==> src/shared/crs_pkg.sv <==
// How it works
// - double-scan bit set halves the row scan counter clock to every second line
// - line compare is ten bits: max-scan bit 6, overflow bit 4, compare byte
// - scan line matching line compare zeroes the memory address counter
// - lines above compare show start address, lines from compare show address zero
// - standard mode blanking start: max-scan bit 5, overflow bit 3, blanking byte
// - extended mode blanking start takes its top four bits from extended register
// - max-scan bits 4-0 hold scan lines per text row minus one
// - cursor is shown only in text modes, graphics ignores cursor settings
// - cursor start bit 5 set hides the cursor
// - cursor start bits 4-0 give the first cursor line, counted from zero
// - cursor end bits 4-0 give the last cursor line, counted from zero
// - cursor end bits 6-5 delay the cursor by zero to three character clocks
// - standard mode start address is sixteen bits from high and low registers
// - extended mode start address adds bits 19-16 from extended start register
// - extended start address moves to the active copy at vsync after flag set
// - the update flag clears once the transfer has happened
// - registers are reached through the data port after writing the index port
`default_nettype none
package crs_pkg;
   ////////////////////////////////////////////////////////////////////////////
   localparam logic [15:0] CRS_PORT_IDX_MONO = 16'h03b4;
   localparam logic [15:0] CRS_PORT_DAT_MONO = 16'h03b5;
   localparam logic [15:0] CRS_PORT_IDX_COLOR = 16'h03d4;
   localparam logic [15:0] CRS_PORT_DAT_COLOR = 16'h03d5;
   localparam logic [7:0] CRS_IDX_OVERFLOW = 8'h07;
   localparam logic [7:0] CRS_IDX_MAX_SCAN = 8'h09;
   localparam logic [7:0] CRS_IDX_CUR_START = 8'h0a;
   localparam logic [7:0] CRS_IDX_CUR_END = 8'h0b;
   localparam logic [7:0] CRS_IDX_START_HIGH = 8'h0c;
   localparam logic [7:0] CRS_IDX_START_LOW = 8'h0d;
   localparam logic [7:0] CRS_IDX_BLANK_START = 8'h15;
   localparam logic [7:0] CRS_IDX_LINE_CMP = 8'h18;
   localparam logic [7:0] CRS_IDX_EXT_BLANK = 8'h33;
   localparam logic [7:0] CRS_IDX_EXT_START = 8'h40;
   ////////////////////////////////////////////////////////////////////////////
   localparam int CRS_MSL_DSCAN_BIT = 7;
   localparam int CRS_MSL_LCMP9_BIT = 6;
   localparam int CRS_MSL_VBS9_BIT = 5;
   localparam int CRS_OVF_LCMP8_BIT = 4;
   localparam int CRS_OVF_VBS8_BIT = 3;
   localparam int CRS_CS_OFF_BIT = 5;
   localparam int CRS_SAH_UPD_BIT = 7;
   localparam int CRS_CE_SKEW_LSB = 5;
   localparam int CRS_ROW_W = 5;
   localparam int CRS_SKEW_W = 2;
   localparam int CRS_NIB_W = 4;
   localparam int CRS_LCMP_W = 10;
   localparam int CRS_VBS_W = 12;
   localparam int CRS_ADDR_W = 20;
   localparam int CRS_SCAN_W = 12;
   localparam logic [7:0] CRS_REG_RST = 8'h00;
   ////////////////////////////////////////////////////////////////////////////
   typedef struct packed {
      logic wr;
      logic rd;
      logic [15:0] addr;
      logic [7:0] wdata;
   } crs_io_req_t;

   typedef struct packed {
      logic frame;
      logic hline;
      logic chr;
      logic active;
      logic vsync;
   } crs_tim_t;
endpackage
`default_nettype wire

==> src/rtl/crs_scan_cursor.sv <==
`timescale 1ns/100ps
`default_nettype none
module crs_scan_cursor
   import crs_pkg::*;
(
   // clock and reset
   input wire logic clk,
   input wire logic rst,
   // indexed i/o access
   input wire crs_io_req_t io_req,
   output logic [7:0] io_rdata,
   // mode and timing from the display pipeline
   input wire logic ext_mode,
   input wire logic graphics_mode,
   input wire crs_tim_t tim,
   input wire logic [CRS_ADDR_W-1:0] row_pitch,
   // results
   output logic [CRS_ADDR_W-1:0] mem_addr,
   output logic [CRS_ADDR_W-1:0] start_addr,
   output logic [CRS_ROW_W-1:0] row_scan,
   output logic [CRS_LCMP_W-1:0] line_cmp,
   output logic [CRS_VBS_W-1:0] vblank_start,
   output logic cursor_line
);
   ////////////////////////////////////////////////////////////////////////////
   typedef struct packed {
      logic [7:0] idx;
      logic [7:0] ovf;
      logic [7:0] msl;
      logic [7:0] cs;
      logic [7:0] ce;
      logic [7:0] sah;
      logic [7:0] sal;
      logic [7:0] vbs8;
      logic [7:0] lcmp8;
      logic [7:0] evbs;
      logic [7:0] esa;
      logic upd;
      logic vs_q;
      logic [CRS_ADDR_W-1:0] act;
      logic [CRS_ADDR_W-1:0] start;
      logic [CRS_ADDR_W-1:0] base;
      logic [CRS_ADDR_W-1:0] mem;
      logic [CRS_SCAN_W-1:0] scan;
      logic [CRS_ROW_W-1:0] row;
      logic dph;
      logic [2:0] pipe;
      logic cur;
      logic [CRS_LCMP_W-1:0] lcmp;
      logic [CRS_VBS_W-1:0] vbs;
      logic [7:0] rdata;
   } crs_state_t;

   crs_state_t s_r;
   crs_state_t s_nxt;
   logic hit_idx;
   logic hit_dat;
   logic upd_set;
   logic vs_rise;
   logic row_clk;
   logic raw_cur;
   logic [CRS_ADDR_W-1:0] live_addr;
   logic [CRS_ADDR_W-1:0] shadow;
   logic [CRS_SKEW_W-1:0] skew;
   logic [7:0] rd_mux;

   ////////////////////////////////////////////////////////////////////////////
   always_comb begin
      s_nxt = s_r;
      upd_set = 1'b0;
      hit_idx = (io_req.addr == CRS_PORT_IDX_MONO) || (io_req.addr == CRS_PORT_IDX_COLOR);
      hit_dat = (io_req.addr == CRS_PORT_DAT_MONO) || (io_req.addr == CRS_PORT_DAT_COLOR);

      // register writes through the index/data pair
      if (io_req.wr && hit_idx) begin
         s_nxt.idx = io_req.wdata;
      end
      if (io_req.wr && hit_dat) begin
         unique case (s_r.idx)
            CRS_IDX_OVERFLOW: s_nxt.ovf = io_req.wdata;
            CRS_IDX_MAX_SCAN: s_nxt.msl = io_req.wdata;
            CRS_IDX_CUR_START: s_nxt.cs = io_req.wdata;
            CRS_IDX_CUR_END: s_nxt.ce = io_req.wdata;
            CRS_IDX_START_HIGH: begin
               s_nxt.sah = io_req.wdata;
               upd_set = ext_mode && io_req.wdata[CRS_SAH_UPD_BIT];
            end
            CRS_IDX_START_LOW: s_nxt.sal = io_req.wdata;
            CRS_IDX_BLANK_START: s_nxt.vbs8 = io_req.wdata;
            CRS_IDX_LINE_CMP: s_nxt.lcmp8 = io_req.wdata;
            CRS_IDX_EXT_BLANK: s_nxt.evbs = io_req.wdata;
            CRS_IDX_EXT_START: s_nxt.esa = io_req.wdata;
            default: ;
         endcase
      end

      // register reads; unmapped indexes read zero
      unique case (s_r.idx)
         CRS_IDX_OVERFLOW: rd_mux = s_r.ovf;
         CRS_IDX_MAX_SCAN: rd_mux = s_r.msl;
         CRS_IDX_CUR_START: rd_mux = s_r.cs;
         CRS_IDX_CUR_END: rd_mux = s_r.ce;
         CRS_IDX_START_HIGH: rd_mux = ext_mode ? {s_r.upd, s_r.sah[6:0]} : s_r.sah;
         CRS_IDX_START_LOW: rd_mux = s_r.sal;
         CRS_IDX_BLANK_START: rd_mux = s_r.vbs8;
         CRS_IDX_LINE_CMP: rd_mux = s_r.lcmp8;
         CRS_IDX_EXT_BLANK: rd_mux = s_r.evbs;
         CRS_IDX_EXT_START: rd_mux = s_r.esa;
         default: rd_mux = CRS_REG_RST;
      endcase
      if (io_req.rd && hit_dat) begin
         s_nxt.rdata = rd_mux;
      end else if (io_req.rd && hit_idx) begin
         s_nxt.rdata = s_r.idx;
      end

      ////////////////////////////////////////////////////////////////////////
      // start address: live in standard mode, double-buffered in extended
      shadow = {s_r.esa[CRS_NIB_W-1:0], s_r.sah, s_r.sal};
      vs_rise = tim.vsync && !s_r.vs_q;
      s_nxt.vs_q = tim.vsync;
      if (ext_mode && s_r.upd && vs_rise) begin
         // relies on software having written all address bytes first
         s_nxt.act = shadow;
         s_nxt.upd = 1'b0;
      end
      if (!ext_mode) begin
         s_nxt.upd = 1'b0;
      end
      // a request landing on the transfer edge is kept for the next vsync
      if (upd_set) begin
         s_nxt.upd = 1'b1;
      end
      live_addr = ext_mode ? s_r.act : {{CRS_NIB_W{1'b0}}, s_r.sah, s_r.sal};
      s_nxt.start = live_addr;

      ////////////////////////////////////////////////////////////////////////
      // derived vertical values
      s_nxt.lcmp = {s_r.msl[CRS_MSL_LCMP9_BIT], s_r.ovf[CRS_OVF_LCMP8_BIT], s_r.lcmp8};
      if (ext_mode) begin
         s_nxt.vbs = {s_r.evbs[CRS_NIB_W-1:0], s_r.vbs8};
      end else begin
         s_nxt.vbs = {2'h0, s_r.msl[CRS_MSL_VBS9_BIT], s_r.ovf[CRS_OVF_VBS8_BIT], s_r.vbs8};
      end

      ////////////////////////////////////////////////////////////////////////
      // scan line, row scan and address counting
      row_clk = !s_r.msl[CRS_MSL_DSCAN_BIT] || s_r.dph;
      if (tim.frame) begin
         s_nxt.scan = '0;
         s_nxt.row = '0;
         s_nxt.dph = 1'b0;
         s_nxt.base = live_addr;
         s_nxt.mem = live_addr;
      end else if (tim.hline) begin
         s_nxt.scan = s_r.scan + 12'h001;
         s_nxt.dph = s_r.msl[CRS_MSL_DSCAN_BIT] ? !s_r.dph : 1'b0;
         if (row_clk) begin
            if (s_r.row == s_r.msl[CRS_ROW_W-1:0]) begin
               s_nxt.row = '0;
               s_nxt.base = s_r.base + row_pitch;
            end else begin
               s_nxt.row = s_r.row + 5'h01;
            end
         end
         // split screen: lower part restarts at frame buffer byte zero
         if (s_nxt.scan == {2'h0, s_nxt.lcmp}) begin
            s_nxt.base = '0;
            s_nxt.row = '0;
         end
         s_nxt.mem = s_nxt.base;
      end else if (tim.chr && tim.active) begin
         s_nxt.mem = s_r.mem + 20'h00001;
      end

      ////////////////////////////////////////////////////////////////////////
      // cursor line with character-clock skew
      raw_cur = !graphics_mode
         && !s_r.cs[CRS_CS_OFF_BIT]
         && (s_r.row >= s_r.cs[CRS_ROW_W-1:0])
         && (s_r.row <= s_r.ce[CRS_ROW_W-1:0]);
      if (tim.chr) begin
         s_nxt.pipe = {s_r.pipe[1:0], raw_cur};
      end
      skew = s_r.ce[CRS_CE_SKEW_LSB +: CRS_SKEW_W];
      unique case (skew)
         2'h0: s_nxt.cur = raw_cur;
         2'h1: s_nxt.cur = s_r.pipe[0];
         2'h2: s_nxt.cur = s_r.pipe[1];
         2'h3: s_nxt.cur = s_r.pipe[2];
      endcase
   end

   ////////////////////////////////////////////////////////////////////////////
   always_ff @(posedge clk) begin
      if (rst) begin
         s_r <= '0;
      end else begin
         s_r <= s_nxt;
      end
   end

   assign io_rdata = s_r.rdata;
   assign mem_addr = s_r.mem;
   assign start_addr = s_r.start;
   assign row_scan = s_r.row;
   assign line_cmp = s_r.lcmp;
   assign vblank_start = s_r.vbs;
   assign cursor_line = s_r.cur;
endmodule
`default_nettype wire

==> config.mk <==
export PLATFORM = sky130hd
export DESIGN_NAME = crs_scan_cursor
export DESIGN_NICKNAME = d
export VERILOG_FILES = /design/src/shared/crs_pkg.sv /design/src/rtl/crs_scan_cursor.sv
export SDC_FILE = /design/constraint.sdc
export NUM_CORES = 1
export LEC_CHECK = 0
export ABC_AREA = 1
export BUFFER_PORTS_ARGS = -buffer_cell sky130_fd_sc_hd__buf_2
export CAP_MARGIN = 0
export CORE_ASPECT_RATIO = 0.6
export CORE_MARGIN = 5
export CORE_UTILIZATION = 30
export CTS_CLUSTER_SIZE = 30
export DETAILED_ROUTE_END_ITERATION = 8
export PLACE_DENSITY_LB_ADDON = 0.15
export SETUP_SLACK_MARGIN = 0.05
export SYNTH_ARGS = -nofsm -noshare
export SYNTH_HDL_FRONTEND = slang
export SYNTH_SLANG_ARGS = --single-unit
export TNS_END_PERCENT = 1
==> constraint.sdc <==
create_clock -name clk -period 4 [get_ports clk]
set_clock_uncertainty 0.15 [all_clocks]
set_input_delay 0.4 -clock clk [delete_from_list [all_inputs] [get_ports clk]]
set_output_delay 0.4 -clock clk [all_outputs]
set_load 0.05 [all_outputs]
==> metrics.cfg <==
[logic_synthesis]
synth.yosys.seq_area_share_pct = 35.9
ys_types = 52
top_flip_flop_cell_by_instance_count_after_synthesis = dfxtp_1
number_of_flops_mapped_to_enable_cells_by_yosys = 0
synth_top_cell_area_share_pct = 35.9
ys_top_cells_by_count = nand2_1, dfxtp_1, inv_1
mappedNetlistNets = 1846
ys.warnings.count = 0
syn-cell-area_sq_um = 12400
yosysTopAreaCell = dfxtp_1
flip_flop_and_latch_count_after_synthesis = 222
avgSynthCellArea_sq_um = 7.04
synthMostInstantiatedCell = nand2_1
postSynth.asyncResetShare_pct = 0
synthCells = 1758
ys_top_cells_by_area = dfxtp_1, nand2_1, o21ai_0, a21oi_1, inv_1

[critical_path]
worst_r2r_path_depth = 9
critical_path_required_ns = 4.29
cp_slowest_stage_delay_ns = 0.69
worst-path-max-fanout = 16
path_common_cell = nand2_1
cp_top_family = simple AND/OR/NAND/NOR gates
worst_path_max_delay_cell = nor3_2
critPathKind = reg2reg
cp_data_arrival_time_ns = 3.20
reg2reg_to = s_r[194]
worst_r2r_startpoint = s_r[220]
worst-path-buf-inv = 1
timing.critical_path.to_type = flop
worstPathCellList = inv_1 -> nand2_1 -> nor3_2 -> nand2_1 -> nor2_2 -> nand2_1 -> nor2_2 -> o21ai_0 -> a21oi_1
critical_path.startpoint_type = flop
worst-r2r-setup-slack_ns = 1.10

[floorplanning]
design.die.area_sq_um = 45600
coreArea_sq_um = 40700
core.rowCount = 57
initial_core_utilization_pct = 30.5
floorplan.io_pins = 131
floorplan.die.width_um = 272
die_y_um = 167

[routing]
remaining_drc_errors = 0
vias_per_cell = 4.89
drt_first_iter_violations = 1151
wl_um = 42500
route.detailed.wl_per_inst_um = 18.2
route.vias.total = 11500
drtPass1Iterations = 5
ant_nets = 0

[outcome]
status = finished, final reports clean

[clocking]
cts_setup_buffers = 0
cts_sinks = 222
cts_tree = yes
clk-insertion-delay-late_ns = 0.54
clock_path_buffers = 3
cts_buffers = 22
cts_resized = 0
clkTransAtPathRegs_ns = 0.07
cts-root-buf = clkbuf_16
clock_tree.htree_level_count = 1

[timing]
rsz0062_at_grt = no
hold_viol = 0
timing_max_transition_violations_final = 0
period_share_pct = 72.6
setup_violations = 0
slew-limit-headroom_pct = 39.7
totalNegativeSetupSlack_ns = 0
timing_worst_slew_pin_value_ns = 0.900
minimum_period_implied_by_the_final_worst_setup_slack_ns = 2.90
timing.fmax_ghz = 0.344

[hold_path]
holdCritPathClass = in2reg
worst_hold_path.num_cells = 3
min-delay-start = io_req[3]
min_to = s_r[217]

[cells_and_area]
final_util_pct = 33.9
finish.net_count = 1883
antenna-diode-count = 0
syn_to_final_growth_pct = 11.2
drive_above_1_share_pct = 14.4

[pwr]
swShare_pct = 27.1
p_sw_mw = 1.37
clkPwrFrac_pct = 43.8
power_per_cell_area_nw_per_um2 = 368
power.leakage_nw = 6.35
power.combinational.fraction_pct = 10.9
power_frac_seq_pct = 45.2
max-vdd-ir-drop_mv = 0.264
internal_power_mw = 3.69

[global_routing]
grt_usage_pct = 18.0
grt_ovf = 0
grt_antenna_before_repair = 0
first_global_vias = 10500
largest_net_degree_at_the_start_of_global_routing = 62
grt_first_pass_wirelength_um = 64800

[job]
maxCapViolCount = 0

[place]
dp_hpwl_um = 32600
gp_congestion = 0.877
io_buffers = 130

[repair_timing]
action | 4_1_cts | 5_1_grt
hold buffers | 6 | 0
hold endpoints to repair | 7 | 0
endpoints found under the setup margin | 0 | 0
[per-stage QoR]
step                      setup WS (ns)  instances  hold slack (ns)  area, sq um  total power [mW]
after floorplan                    1.86       1758            0.271        12400              2.74
after CTS                          1.08       2341          0.00255        13800              5.13
after global placement             1.11       2296            0.288        12900              2.89
after detailed placement           1.10       2296            0.292        12900              2.89
after global routing              0.741       2341           0.0504        13800              5.28
final                              1.10       2341           0.0208        13800              5.06
[worst max-delay path by stage]
stage / cells after the start / endpoint / from
2_1_floorplan: 13 / s_r[88] / row_pitch[0]
3_3_place_gp: 13 / mem_addr[1] / row_scan[3]
3_5_place_dp: 13 / mem_addr[1] / row_scan[3]
4_1_cts: 13 / mem_addr[1] / row_scan[3]
5_1_grt: 13 / mem_addr[1] / row_scan[3]
6_report: 9 / s_r[194] / s_r[220]
[metal layers]
metal,part of all wire (%),track usage (%),wire (um),vias up
li1,-,-,-,5782
met1,55,30.8,23400,5298
met2,36,22.8,15300,339
met3,7.6,3.50,3240,37
met4,1.3,2.18,534,0
met5,0,0,0,-
[area by class of cell]
class                      count  area, sq um
inverter                     216          812
tap                          531          664
fill                        4367        26900
clock buffer                  28          603
sequential                   222         4440
timing repair buffer         148          813
clock inverter                11          154
multi-input combinational   1185         6270
[cell families after synthesis]
| kind of cell | after synthesis | share of synthesized area, % |
|---|---|---|
| AND/OR/NAND/NOR | 709 | 26.7 |
| multiplexers | 15 | 1.21 |
| AO/OA/AOI/OAI | 399 | 17.3 |
| flip-flops | 222 | 35.9 |
| buffers and inverters | 351 | 13.5 |
| adder cells (fa/ha/maj) | 33 | 3.40 |
| XOR/XNOR | 29 | 2.05 |
[worst register-to-register path, delay by kind of cell (launching register included)]
kind	cells	cell delay (ns)
and+or+nand+nor	6	1.94
AOI/OAI and AO/OA	2	0.30
buffers and inverters	1	0.10
DFF	1	0.32
[power by group through the flow]
stage / combinational [mW] / sequential, mW / clock [mW]
after floorplan: 0.413 / 2.32 / 0
after CTS: 0.558 / 2.29 / 2.28
after global routing: 0.617 / 2.29 / 2.37
after detailed placement: 0.551 / 2.34 / 0
after global placement: 0.548 / 2.34 / 0
final: 0.553 / 2.29 / 2.22
[state kept, by name (all words and copies together), names as in the netlist]
name          cells
cursor_line       1
io_rdata          8
line_cmp         10
mem_addr         20
row_scan          5
s_nxt            10
s_r             136
start_addr       20
vblank_start     12
[placed cells by master (no fill, tap or decap), drive strengths merged, types with 5 or more instances in the layout]
cell,synthesis,layout
a211oi,19,19
a21oi,165,165
a31oi,6,6
buf,102,142
clkbuf,33,28
clkinv,12,18
dfxtp,222,222
dlygate4sd3,0,6
ha,32,32
inv,204,204
mux2i,15,15
nand2,312,312
nand3,120,120
nand3b,18,18
nand4,19,19
nor2,208,208
nor3,16,16
o211ai,5,5
o21ai,181,181
o21bai,5,5
o22ai,15,15
or2,10,10
xnor2,13,13
xor2,16,16
No activity file was read; power rests on OpenSTA's default activity.
